===== src/brl_pkg.sv =====
package brl_pkg;
    localparam int unsigned DATA_W = 32;
    localparam int unsigned REG_AW = 5;
    localparam logic [31:0] PC_RESET = 32'h0000_0000;
    localparam logic [31:0] PC_STEP = 32'h0000_0004;
    // opcode field codes
    localparam logic [5:0] OP_BR_REG = 6'h26;
    localparam logic [5:0] OP_BCC_REG = 6'h27;
    localparam logic [5:0] OP_ORI = 6'h28;
    localparam logic [5:0] OP_ANDI = 6'h29;
    localparam logic [5:0] OP_XORI = 6'h2a;
    localparam logic [5:0] OP_ANDNI = 6'h2b;
    localparam logic [5:0] OP_IMM = 6'h2c;
    localparam logic [5:0] OP_RET = 6'h2d;
    localparam logic [5:0] OP_BR_IMM = 6'h2e;
    localparam logic [5:0] OP_BCC_IMM = 6'h2f;
    localparam logic [5:0] OP_LBU = 6'h30;
    localparam logic [5:0] OP_LHU = 6'h31;
    localparam logic [5:0] OP_LBUI = 6'h38;
    localparam logic [5:0] OP_LHUI = 6'h39;
    // branch control field bits and whole-field codes
    localparam int unsigned CTL_DELAY = 4;
    localparam int unsigned CTL_ABS = 3;
    localparam int unsigned CTL_LINK = 2;
    localparam logic [4:0] CTL_BREAK = 5'h0c;
    localparam logic [4:0] BAR_CODE = 5'h02;
    // return kinds
    localparam logic [4:0] RET_SUB = 5'h10;
    localparam logic [4:0] RET_INT = 5'h11;
    localparam logic [4:0] RET_BRK = 5'h12;
    localparam logic [4:0] RET_EXC = 5'h14;
    // condition codes
    localparam logic [2:0] CC_EQ = 3'h0;
    localparam logic [2:0] CC_NE = 3'h1;
    localparam logic [2:0] CC_LT = 3'h2;
    localparam logic [2:0] CC_LE = 3'h3;
    localparam logic [2:0] CC_GT = 3'h4;
    localparam logic [2:0] CC_GE = 3'h5;
    // machine status word bit positions; status word reset values
    localparam int unsigned MSW_IE = 1;
    localparam int unsigned MSW_BIP = 3;
    localparam int unsigned MSW_EE = 8;
    localparam int unsigned MSW_EIP = 9;
    localparam logic [31:0] MSW_RESET = 32'h0000_0000;
    localparam logic [31:0] ESW_RESET = 32'h0000_0000;
    // load sizes on the memory port
    localparam logic [1:0] SIZE_BYTE = 2'h0;
    localparam logic [1:0] SIZE_HALF = 2'h1;
    typedef enum logic [3:0] {
        ST_FETCH = 4'b0001,
        ST_EXEC = 4'b0010,
        ST_LOAD = 4'b0100,
        ST_BAR = 4'b1000
    } brl_state_e;
endpackage


===== src/brl_core.sv =====
// Implementation choices: the placing of the registers and the address-and-strobe port.
`timescale 1ns/1ps
module brl_core (
    input wire logic clock,
    input wire logic rst_b,
    output logic [31:0] fetch_addr,
    input wire logic instr_valid,
    input wire logic [31:0] instr_data,
    output logic instr_ready,
    output logic discard_next,
    output logic mem_req,
    output logic [31:0] mem_addr,
    output logic [1:0] mem_size,
    input wire logic mem_ack,
    input wire logic [31:0] mem_rdata,
    input wire logic mem_outstanding,
    input wire logic exc_status_wr,
    input wire logic [31:0] exc_status_in,
    output logic [31:0] machine_status_word,
    output logic [31:0] exception_status_word
);
    brl_pkg::brl_state_e state_r, state_nxt;
    logic [31:0] pc_r, pc_nxt;
    logic [31:0] instr_r, instr_nxt;

    logic [31:0] msw_r, msw_nxt;
    logic [31:0] esw_r, esw_nxt;
    logic slot_r, slot_nxt;
    logic [31:0] pend_r, pend_nxt;
    logic [15:0] imm_hi_r, imm_hi_nxt;
    logic imm_pre_r, imm_pre_nxt;
    logic [31:0] maddr_r, maddr_nxt;
    logic [1:0] msize_r, msize_nxt;
    logic [4:0] ld_rd_r, ld_rd_nxt;
    logic discard_r, discard_nxt;

    logic [31:0] ra_val, rb_val;
    logic wr_en;
    logic [4:0] wr_addr;
    logic [31:0] wr_data;

    logic [5:0] opc;
    logic [4:0] f_rd, f_ra;
    logic [31:0] simm;
    logic [31:0] seq_next;

    function automatic logic cond_holds(input logic [2:0] cc, input logic [31:0] v);
        logic z;
        logic n;
        z = (v == 32'h0000_0000);
        n = v[31];
        unique case (cc)
            brl_pkg::CC_EQ: cond_holds = z;
            brl_pkg::CC_NE: cond_holds = !z;
            brl_pkg::CC_LT: cond_holds = n;
            brl_pkg::CC_LE: cond_holds = n || z;
            brl_pkg::CC_GT: cond_holds = !n && !z;
            brl_pkg::CC_GE: cond_holds = !n;
            default: cond_holds = 1'b0;
        endcase
    endfunction

    brl_regfile #(
        .DW(brl_pkg::DATA_W),
        .AW(brl_pkg::REG_AW)
    ) u_regs (
        .clock(clock),
        .rst_b(rst_b),
        .rd_addr_a(instr_data[20:16]),
        .rd_addr_b(instr_data[15:11]),
        .rd_data_a(ra_val),
        .rd_data_b(rb_val),
        .wr_en(wr_en),
        .wr_addr(wr_addr),
        .wr_data(wr_data)
    );

    assign opc = instr_r[31:26];
    assign f_rd = instr_r[25:21];
    assign f_ra = instr_r[20:16];
    assign simm = imm_pre_r ? {imm_hi_r, instr_r[15:0]} : {{16{instr_r[15]}}, instr_r[15:0]};
    // a slot instruction hands control to the waiting target
    assign seq_next = slot_r ? pend_r : pc_r + brl_pkg::PC_STEP;

    assign fetch_addr = pc_r;
    assign instr_ready = (state_r == brl_pkg::ST_FETCH);
    assign discard_next = discard_r;
    assign mem_req = (state_r == brl_pkg::ST_LOAD);
    assign mem_addr = maddr_r;
    assign mem_size = msize_r;
    assign machine_status_word = msw_r;
    assign exception_status_word = esw_r;

    always_comb begin
        logic taken;
        logic delayed;
        logic [31:0] target;
        logic [31:0] ld_val;

        taken = 1'b0;
        delayed = 1'b0;
        target = pc_r;
        ld_val = 32'h0000_0000;
        state_nxt = state_r;
        pc_nxt = pc_r;
        instr_nxt = instr_r;
        msw_nxt = msw_r;
        esw_nxt = esw_r;
        slot_nxt = slot_r;
        pend_nxt = pend_r;
        imm_hi_nxt = imm_hi_r;
        imm_pre_nxt = imm_pre_r;
        maddr_nxt = maddr_r;
        msize_nxt = msize_r;
        ld_rd_nxt = ld_rd_r;

        discard_nxt = 1'b0;
        wr_en = 1'b0;
        wr_addr = f_rd;
        wr_data = 32'h0000_0000;

        if (exc_status_wr) begin
            esw_nxt = exc_status_in;
        end

        unique case (state_r)
            brl_pkg::ST_FETCH: begin
                if (instr_valid) begin
                    instr_nxt = instr_data;
                    state_nxt = brl_pkg::ST_EXEC;
                end
            end

            brl_pkg::ST_EXEC: begin
                state_nxt = brl_pkg::ST_FETCH;
                imm_pre_nxt = 1'b0;
                unique case (opc)
                    brl_pkg::OP_BR_REG, brl_pkg::OP_BR_IMM: begin
                        if (opc == brl_pkg::OP_BR_IMM && f_ra == brl_pkg::BAR_CODE) begin
                            state_nxt = brl_pkg::ST_BAR;
                        end else begin
                            target = (opc == brl_pkg::OP_BR_REG) ? rb_val : simm;
                            if (!f_ra[brl_pkg::CTL_ABS]) begin
                                target = pc_r + target;
                            end
                            taken = 1'b1;
                            delayed = f_ra[brl_pkg::CTL_DELAY];
                            if (f_ra[brl_pkg::CTL_LINK] || f_ra == brl_pkg::CTL_BREAK) begin
                                wr_en = 1'b1;
                                wr_data = pc_r;
                            end
                            if (f_ra == brl_pkg::CTL_BREAK) begin
                                msw_nxt[brl_pkg::MSW_BIP] = 1'b1;
                            end
                        end
                    end

                    brl_pkg::OP_BCC_REG, brl_pkg::OP_BCC_IMM: begin
                        // condition msb marks the delayed variant
                        delayed = f_rd[4];
                        taken = cond_holds(f_rd[2:0], ra_val) && (f_rd[3] == 1'b0);
                        if (opc == brl_pkg::OP_BCC_REG) begin
                            target = pc_r + rb_val;
                        end else begin
                            target = pc_r + simm;
                        end
                    end

                    brl_pkg::OP_RET: begin
                        target = ra_val + simm;
                        taken = 1'b1;
                        delayed = 1'b1;
                        if (f_rd == brl_pkg::RET_INT) begin
                            msw_nxt[brl_pkg::MSW_IE] = 1'b1;
                        end
                        if (f_rd == brl_pkg::RET_BRK) begin
                            msw_nxt[brl_pkg::MSW_BIP] = 1'b0;
                        end
                        if (f_rd == brl_pkg::RET_EXC) begin
                            msw_nxt[brl_pkg::MSW_EE] = 1'b1;
                            msw_nxt[brl_pkg::MSW_EIP] = 1'b0;
                            esw_nxt = brl_pkg::ESW_RESET;
                        end
                    end

                    brl_pkg::OP_ORI: begin
                        wr_en = 1'b1;
                        wr_data = ra_val | simm;
                    end

                    brl_pkg::OP_ANDI: begin
                        wr_en = 1'b1;
                        wr_data = ra_val & simm;
                    end

                    brl_pkg::OP_XORI: begin
                        wr_en = 1'b1;
                        wr_data = ra_val ^ simm;
                    end

                    brl_pkg::OP_ANDNI: begin
                        wr_en = 1'b1;
                        wr_data = ra_val & ~simm;
                    end

                    brl_pkg::OP_IMM: begin
                        imm_hi_nxt = instr_r[15:0];
                        imm_pre_nxt = 1'b1;
                    end

                    brl_pkg::OP_LBU, brl_pkg::OP_LHU, brl_pkg::OP_LBUI, brl_pkg::OP_LHUI: begin
                        if (opc == brl_pkg::OP_LBU || opc == brl_pkg::OP_LHU) begin
                            maddr_nxt = ra_val + rb_val;
                        end else begin
                            maddr_nxt = ra_val + simm;
                        end
                        msize_nxt = opc[0] ? brl_pkg::SIZE_HALF : brl_pkg::SIZE_BYTE;
                        ld_rd_nxt = f_rd;
                        state_nxt = brl_pkg::ST_LOAD;
                    end

                    default: begin
                    end
                endcase

                if (state_nxt == brl_pkg::ST_FETCH) begin
                    if (slot_r) begin
                        // slot done: branches inside a slot are not honoured
                        pc_nxt = pend_r;
                        slot_nxt = 1'b0;
                    end else if (taken && delayed) begin
                        pend_nxt = target;
                        slot_nxt = 1'b1;
                        pc_nxt = pc_r + brl_pkg::PC_STEP;
                    end else if (taken) begin
                        pc_nxt = target;
                        discard_nxt = 1'b1;
                    end else begin
                        pc_nxt = pc_r + brl_pkg::PC_STEP;
                    end
                end
            end

            brl_pkg::ST_LOAD: begin
                if (mem_ack) begin
                    if (msize_r == brl_pkg::SIZE_HALF) begin
                        ld_val = {16'h0000, mem_rdata[15:0]};
                    end else begin
                        ld_val = {24'h00_0000, mem_rdata[7:0]};
                    end
                    wr_en = 1'b1;
                    wr_addr = ld_rd_r;
                    wr_data = ld_val;
                    pc_nxt = seq_next;
                    slot_nxt = 1'b0;
                    state_nxt = brl_pkg::ST_FETCH;
                end
            end

            brl_pkg::ST_BAR: begin
                if (!mem_outstanding) begin
                    pc_nxt = seq_next;
                    slot_nxt = 1'b0;
                    state_nxt = brl_pkg::ST_FETCH;
                end
            end
            default: begin
                state_nxt = brl_pkg::ST_FETCH;
            end
        endcase
    end

    always_ff @(posedge clock or negedge rst_b) begin
        if (!rst_b) begin
            state_r <= brl_pkg::ST_FETCH;
            pc_r <= brl_pkg::PC_RESET;
            instr_r <= 32'h0000_0000;
            msw_r <= brl_pkg::MSW_RESET;
            esw_r <= brl_pkg::ESW_RESET;
            slot_r <= 1'b0;
            pend_r <= 32'h0000_0000;
            imm_hi_r <= 16'h0000;
            imm_pre_r <= 1'b0;
            maddr_r <= 32'h0000_0000;
            msize_r <= brl_pkg::SIZE_BYTE;
            ld_rd_r <= 5'h00;
            discard_r <= 1'b0;
        end else begin
            state_r <= state_nxt;
            pc_r <= pc_nxt;
            instr_r <= instr_nxt;
            msw_r <= msw_nxt;
            esw_r <= esw_nxt;
            slot_r <= slot_nxt;
            pend_r <= pend_nxt;
            imm_hi_r <= imm_hi_nxt;
            imm_pre_r <= imm_pre_nxt;
            maddr_r <= maddr_nxt;
            msize_r <= msize_nxt;
            ld_rd_r <= ld_rd_nxt;
            discard_r <= discard_nxt;
        end
    end
endmodule // brl_core


===== src/brl_regfile.sv =====
`timescale 1ns/1ps
module brl_regfile #(
    parameter int unsigned DW = 32,
    parameter int unsigned AW = 5
) (
    input wire logic clock,
    input wire logic rst_b,
    input wire logic [AW-1:0] rd_addr_a,
    input wire logic [AW-1:0] rd_addr_b,
    output logic [DW-1:0] rd_data_a,
    output logic [DW-1:0] rd_data_b,
    input wire logic wr_en,
    input wire logic [AW-1:0] wr_addr,
    input wire logic [DW-1:0] wr_data
);
    logic [DW-1:0] mem_r [0:(1<<AW)-1];
    logic [DW-1:0] rd_a_nxt;
    logic [DW-1:0] rd_b_nxt;

    // register zero always reads as zero
    always_comb begin
        rd_a_nxt = (rd_addr_a == '0) ? '0 : mem_r[rd_addr_a];
        rd_b_nxt = (rd_addr_b == '0) ? '0 : mem_r[rd_addr_b];
    end

    always_ff @(posedge clock) begin
        if (wr_en && (wr_addr != '0)) begin
            mem_r[wr_addr] <= wr_data;
        end
    end

    always_ff @(posedge clock or negedge rst_b) begin
        if (!rst_b) begin
            rd_data_a <= '0;
            rd_data_b <= '0;
        end else begin
            rd_data_a <= rd_a_nxt;
            rd_data_b <= rd_b_nxt;
        end
    end
endmodule // brl_regfile


===== config.mk =====
export PLATFORM = sky130hd
export DESIGN_NAME = brl_core
export DESIGN_NICKNAME = d
export VERILOG_FILES = /design/src/brl_pkg.sv /design/src/brl_core.sv /design/src/brl_regfile.sv
export SDC_FILE = /design/constraint.sdc
export NUM_CORES = 2
export LEC_CHECK = 0
export BUFFER_PORTS_ARGS = -buffer_cell sky130_fd_sc_hd__buf_2
export CORE_MARGIN = 4
export CORE_UTILIZATION = 35
export DETAILED_ROUTE_END_ITERATION = 16
export PLACE_DENSITY = 0.59
export SYNTH_ARGS = -nofsm -noshare
export SYNTH_HDL_FRONTEND = slang
export SYNTH_SLANG_ARGS = --single-unit

===== constraint.sdc =====
create_clock -name clock -period 8 [get_ports clock]
set_input_delay 0.4 -clock clock [delete_from_list [all_inputs] [get_ports clock]]
set_output_delay 0.4 -clock clock [all_outputs]
set_load 0.03 [all_outputs]

# Word-level counts from Yosys, hierarchy flattened
# Memory sizes are Yosys's and may differ from the RTL's.
# Index checks and enable logic that the tools add are counted.
# Widths: inputs -> output; s select.
# op_classes
addsub,6
multipliers,0
div_mod_pow,0
n_lt_le_gt_ge,0
eq_ne,37
shifts,0
mux,69
bitwise,7
reduce_logical,30
# ops
operator,count
$mux 32,21
$pmux 32 s3,2
$add 32x32->32,5
$pmux 32 s5,1
$eq 6x6->1 const B,14
$and 32x32->32,2
$pmux 32 s2,1
$add 32x3->32 const B,1
$logic_not 32->1,1
$mux 16,2
$not 32->32,1
$or 32x32->32,1
$xor 32x32->32,1
$mux 1,26
$mux 4,5
$pmux 4 s4,1
$eq 5x5->1 const B,3
$ne 2x2->1 const B,6
$logic_not 5->1,2
$mux 5,2
$pmux 1 s3,3
$reduce_and 3->1,3
$eq 4x1->1 const B,2
$pmux 4 s2,1
25 further kinds,42
# totals
regBits,257
latch_bits,0
ram_bits,1024
romBits,0
in_bits,102
out_inout_bits,133
word_cells,167
memories,1
# mem_list
memory,words,word_bits,read_ports,rd_ports_with_merged_regs,write_ports,line,rtl
u_regs.mem_r,32,32,2,0,1,brl_regfile.sv:16,logic [DW-1:0] mem_r [0:(1<<AW)-1];

# Longest topological paths before layout
# depth
word_depth,14
mapped_depth,20

# Hierarchy
# From an unflattened synthesis, not the netlist that was laid out.
# hier_totals
hier_cells,5028
area_unflattened_um2,68240.4
# modules_own_cells
module,n_inst,cells_each,area_per_inst_um2,seq_area_each_um2
brl_regfile,1,2464,48615.4,32351.0
brl_core,1,2564,19625.1,4805.9

# Least setup slack after synthesis
# Ideal clock, no wire load.
# synth_timing
kind,register to register
startpoint,register instr_r[30]
endpoint,"register pc_r[31], in the netlist fetch_addr[31]"
t_arrival_ns,3.969
t_required_ns,7.879
setup_slack_ns,3.910
path_stages_with_launch,18
n_path_buf,3
cell_sequence,dfrtp_1 > and3b_1 > clkbuf_1 > nand3_1 > buf_2 > buf_2 > o21ai_0 > ha_1 > a211o_1 > a21oi_1 > a21oi_1 > a2111o_1 > a21oi_1 > o21ai_0 > mux2i_1 > o32ai_1 > a21oi_1 > o22a_1
# synth_via
elab_chain_len,11
# synth_rtl
element,line,rtl
"start, declared",brl_core.sv:24,"logic [31:0] instr_r, instr_nxt;"
"start signal, assigned",brl_core.sv:291,instr_r <= instr_nxt;
$eq 6x6->1,"brl_core.sv:137, brl_core.sv:142",
$mux 32,brl_core.sv:142,target = (opc == brl_pkg::OP_BR_REG) ? rb_val : simm;
$add 32x32->32,brl_core.sv:144,target = pc_r + target;
$mux 32,brl_core.sv:143,if (!f_ra[brl_pkg::CTL_ABS]) begin
$mux 32,brl_core.sv:139,if (opc == brl_pkg::OP_BR_IMM && f_ra == brl_pkg::BAR_CODE) begin
$pmux 32 s3,brl_core.sv:137,unique case (opc)
$mux 32,brl_core.sv:235,end else if (taken) begin
$mux 32,brl_core.sv:231,end else if (taken && delayed) begin
$mux 32,brl_core.sv:227,if (slot_r) begin
$mux 32,brl_core.sv:226,if (state_nxt == brl_pkg::ST_FETCH) begin
$pmux 32 s3,brl_core.sv:126,unique case (state_r)
"end signal, assigned",brl_core.sv:276,pc_r <= brl_pkg::PC_RESET;
"end signal, assigned",brl_core.sv:290,pc_r <= pc_nxt;
"end, declared",brl_core.sv:23,"logic [31:0] pc_r, pc_nxt;"
# Parallel ways exist; a longest one is shown, timed or not. The select of a mux whose other input is x is not followed.
# A chain may end at the register's enable or synchronous reset.

# Final worst setup path
# layout_timing
startpoint,register instr_r[26]
endpoint,"register pc_r[25], in the netlist fetch_addr[25]"
# The elaborated chain is that of the path after synthesis.

==> run_results.csv <==
group,metric,value,unit
global_route,grt_max_degree,172,
floorplan,pin_count,235,
timing,fin_setup_tns,0,ps
logic_synthesis,synth_edf_count,1024,
clock_tree,ctsResizeCount,0,
timing,worst-slew-pin-transition,1370,ps
place,io_buffers,188,
clock_tree,cts_tree,"done",
logic_synthesis,synth-seq-cells,1280,
floorplan,die_w,449,µm
logic_synthesis,ys_seq_area_frac,0.545,
timing,clock.fmax,0.174,GHz
global_route,grt_pass1_vias,44000,
global_route,grt_pass1_wl,312000,µm
clock_tree,cts_buffers,143,
logic_synthesis,synthFlopType,"edfxtp_1",
finish,drive_above_1_share,0.261,
detailed_routing,drt_wl_total,216000,µm
detailed_routing,num_vias,44600,
pwr,power,17.9,mW
status,status,"complete, no violations",
critical_path,critPathBufInv,2,
critical_path,reg2reg_depth,15,
clock_tree,htree_levels,4,
floorplan,dieArea,202000,µm²
logic_synthesis,synth_warnings,0,
worst_hold_path,worstHoldPathType,"in2reg",
critical_path,cp.required,8660,ps
place,dp_hpwl,138000,µm
critical_path,path_max_fanout,49,
logic_synthesis,yosys-top-cells-area,"edfxtp_1 (45%), mux4_2 (21%), dfrtp_1 (9.4%)",
global_route,antenna_found_initial,6,
floorplan,start_util,0.353,
pwr,power_density,229,nW/µm²
finish,fin_nets,5163,
logic_synthesis,synthDistinctLibCells,98,
logic_synthesis,avgSynthCellArea,14.6,µm²
finish,nFillCells,17600,
clock_tree,cts_setup_buffers,0,
floorplan,die_h,449,µm
timing,finalHoldViolations,0,
clock_tree,cts-root-buf,"clkbuf_16",
logic_synthesis,syn-cell-area,68200,µm²
logic_synthesis,synth-async-reset-ratio,0.200,
clock_tree,clock_path_buffers,3,
job,cap_violations,0,
finish,area_growth,14.2,%
detailed_routing,drt_pass1_iterations,5,
timing,hold_ws,72.6,ps
global_route,grtUsageTotal,0.211,
floorplan,core-area,193000,µm²
timing,fin_skew,69.6,ps
critical_path,arrival,6400,ps
critical_path,critical-path-top-delay-family,"compound AO/OA/AOI/OAI gates",
clock_tree,clkSlewWorstSetupHoldPaths,60,ps
timing,finalSetupViolations,0,
logic_synthesis,syn_inst,4662,
critical_path,critPathSlowestCell,"or3_2",
critical_path,max_stage_delay,690,ps
logic_synthesis,synth_top_area_cell,"edfxtp_1",
timing,relSlewSlack,0.0870,
timing,rsz0062_at_grt,"no",
timing,post-route-period-util,0.717,
clock_tree,clock_latency,800,ps
place,gp_routability_congestion,0.970,
detailed_routing,drtIter0Drc,5063,
detailed_routing,viasPerCell,5.92,
critical_path,crit_path_start_kind,"flip-flop",
detailed_routing,avgRoutedWirePerCell,28.7,µm
worst_hold_path,min_path_cells,3,
detailed_routing,drcViolationCount,0,
critical_path,path_cells,"buf_4, nand2_1, or3_2, buf_4, mux2_2, ha_1, a21oi_1, o21ai_0, a2111oi_0, a21oi_1, a21boi_1, o21ai_0, a2111oi_1, o21ai_1, o21a_1",
global_route,gr-total-overflow,0,
pwr,power_leakage,27.2,nW
critical_path,critPathCaptureType,"flip-flop",
critical_path,cp.depth,15,
detailed_routing,postRouteAntennaNets,0,
timing,finalMaxSlewViolations,0,
logic_synthesis,synth_top_area_frac,0.451,
timing,fin_crit,5740,ps
critical_path,critPathKind,"reg2reg",
floorplan,rows,161,
clock_tree,clock-sinks,1280,
pwr,vdd_ir_drop_max,0.000167,V
[through the flow]
step	util	std cells	cell area, µm²	setup slack, ps
floorplan	-	4723	68400	3910
global placement	0.376	7218	72600	2460
detailed placement	0.376	7218	72600	2410
CTS	0.403	7534	77900	2380
global route	0.403	7534	77900	1920
finish	0.403	7535	77900	2260
[power by group]
group / switching [mW] / internal, mW / total [mW]
combinational: 2.29 / 1.27 / 3.56
sequential: 0.362 / 7.29 / 7.65
clock: 2.83 / 3.83 / 6.66
[tightest hold or removal path, delay by kind of cell]
family	cells	cell delay (ps)
AND/OR/NAND/NOR	1	190
buffers and inverters	1	80
AO/OA/AOI/OAI	1	140
[routing by layer]
layer / part of all wire / wire length [µm] / global-route usage
met4: 0.042 / 9200 / 0.0838
met5: 0.000060 / 13 / 0
met3: 0.081 / 17500 / 0.0346
met1: 0.40 / 86700 / 0.286
met2: 0.48 / 103000 / 0.339
[sequential cells by signal (all words and copies together) (netlist names)]
name                   cells
mem_size                   1
exception_status_word     32
imm_pre_r                  1
u_regs.rd_data_a          32
state_r                    4
slot_r                     1
ld_rd_r                    5
pend_r                    32
mem_addr                  32
machine_status_word        3
instr_r                   32
fetch_addr                32
u_regs.mem_r            1024
imm_hi_r                  16
discard_next               1
u_regs.rd_data_b          32
[placed cells by master (no fill, tap or decap), types with 79 or more instances in the layout]
cell type,Yosys,layout
dfrtp_1,255,254
nand3_1,80,79
edfxtp_1,1024,1024
clkbuf_16,0,144
ha_1,165,165
inv_1,121,121
nor2_1,346,309
nand2_1,291,290
mux4_2,640,640
buf_2,16,177
a21oi_1,271,271
mux2i_1,125,125
o21ai_0,223,207
buf_4,36,119
[path summary, 6_finish.rpt]
path                       slack [ps]                     end                    from
max in group asynchronous        6250              instr_r[6]                   rst_b
setup reg to reg                 2260          fetch_addr[25]             instr_r[26]
hold / removal                     70              instr_r[8]           instr_data[8]
min in group asynchronous         190              pend_r[28]                   rst_b
hold reg to reg                   460  machine_status_word[8]  machine_status_word[8]
setup / recovery                 2260          fetch_addr[25]             instr_r[26]
[area by class of cell]
cell class                 count  area [µm²]  share of cell area
antenna                        1        2.50           0.0000321
clock buffer                 184        3800              0.0488
clock inverter                77         956              0.0123
inverter                     123         462             0.00593
multi-input combinational   2981       29900               0.383
sequential                  1280       37200               0.477
tap                         2526        3160              0.0406
timing repair buffer         363        2530              0.0324
[synthesized netlist by cell type (9+ instances only)]
cell and n:
buf_4 36, nand3_1 80, edfxtp_1 1024, nor2_1 346, a31oi_1 52, a32oi_1 10
a21oi_1 271, inv_1 121, and2_1 12, ha_1 165, o31ai_1 17, o221ai_1 15
a211oi_1 19, o211ai_1 17, xnor2_1 78, o21ai_0 223, a21o_1 51, o21bai_1 17
nor2b_1 17, o21a_1 23, dfrtp_1 255, nor4_1 21, buf_2 16, mux4_2 640
nand2b_1 23, nand4_1 26, mux2_2 42, a221o_1 9, or3_1 9, mux2i_1 125
buf_1 72, xor2_1 60, nor3_1 43, and3_1 26, or2_2 9, a211o_1 9
nand2_1 291, clkbuf_1 214, a222oi_1 9, a22oi_1 20
[timing repair]
item	4_1_cts	5_1_grt
hold endpoints to repair	139	0
endpoints found under the setup margin	0	0
hold buffers	55	0
[kinds of logic after synthesis]
family | Yosys count | synth area share
flip-flops | 1280 | 0.545
AND/OR/NAND/NOR | 951 | 0.0632
AO/OA/AOI/OAI | 854 | 0.0785
multiplexers | 807 | 0.237
buffers and inverters | 462 | 0.0278
adder cells (fa/ha/maj) | 169 | 0.0314
XOR/XNOR | 138 | 0.0177
other | 1 | 0.0000550
(Power assumes the default switching activity.)
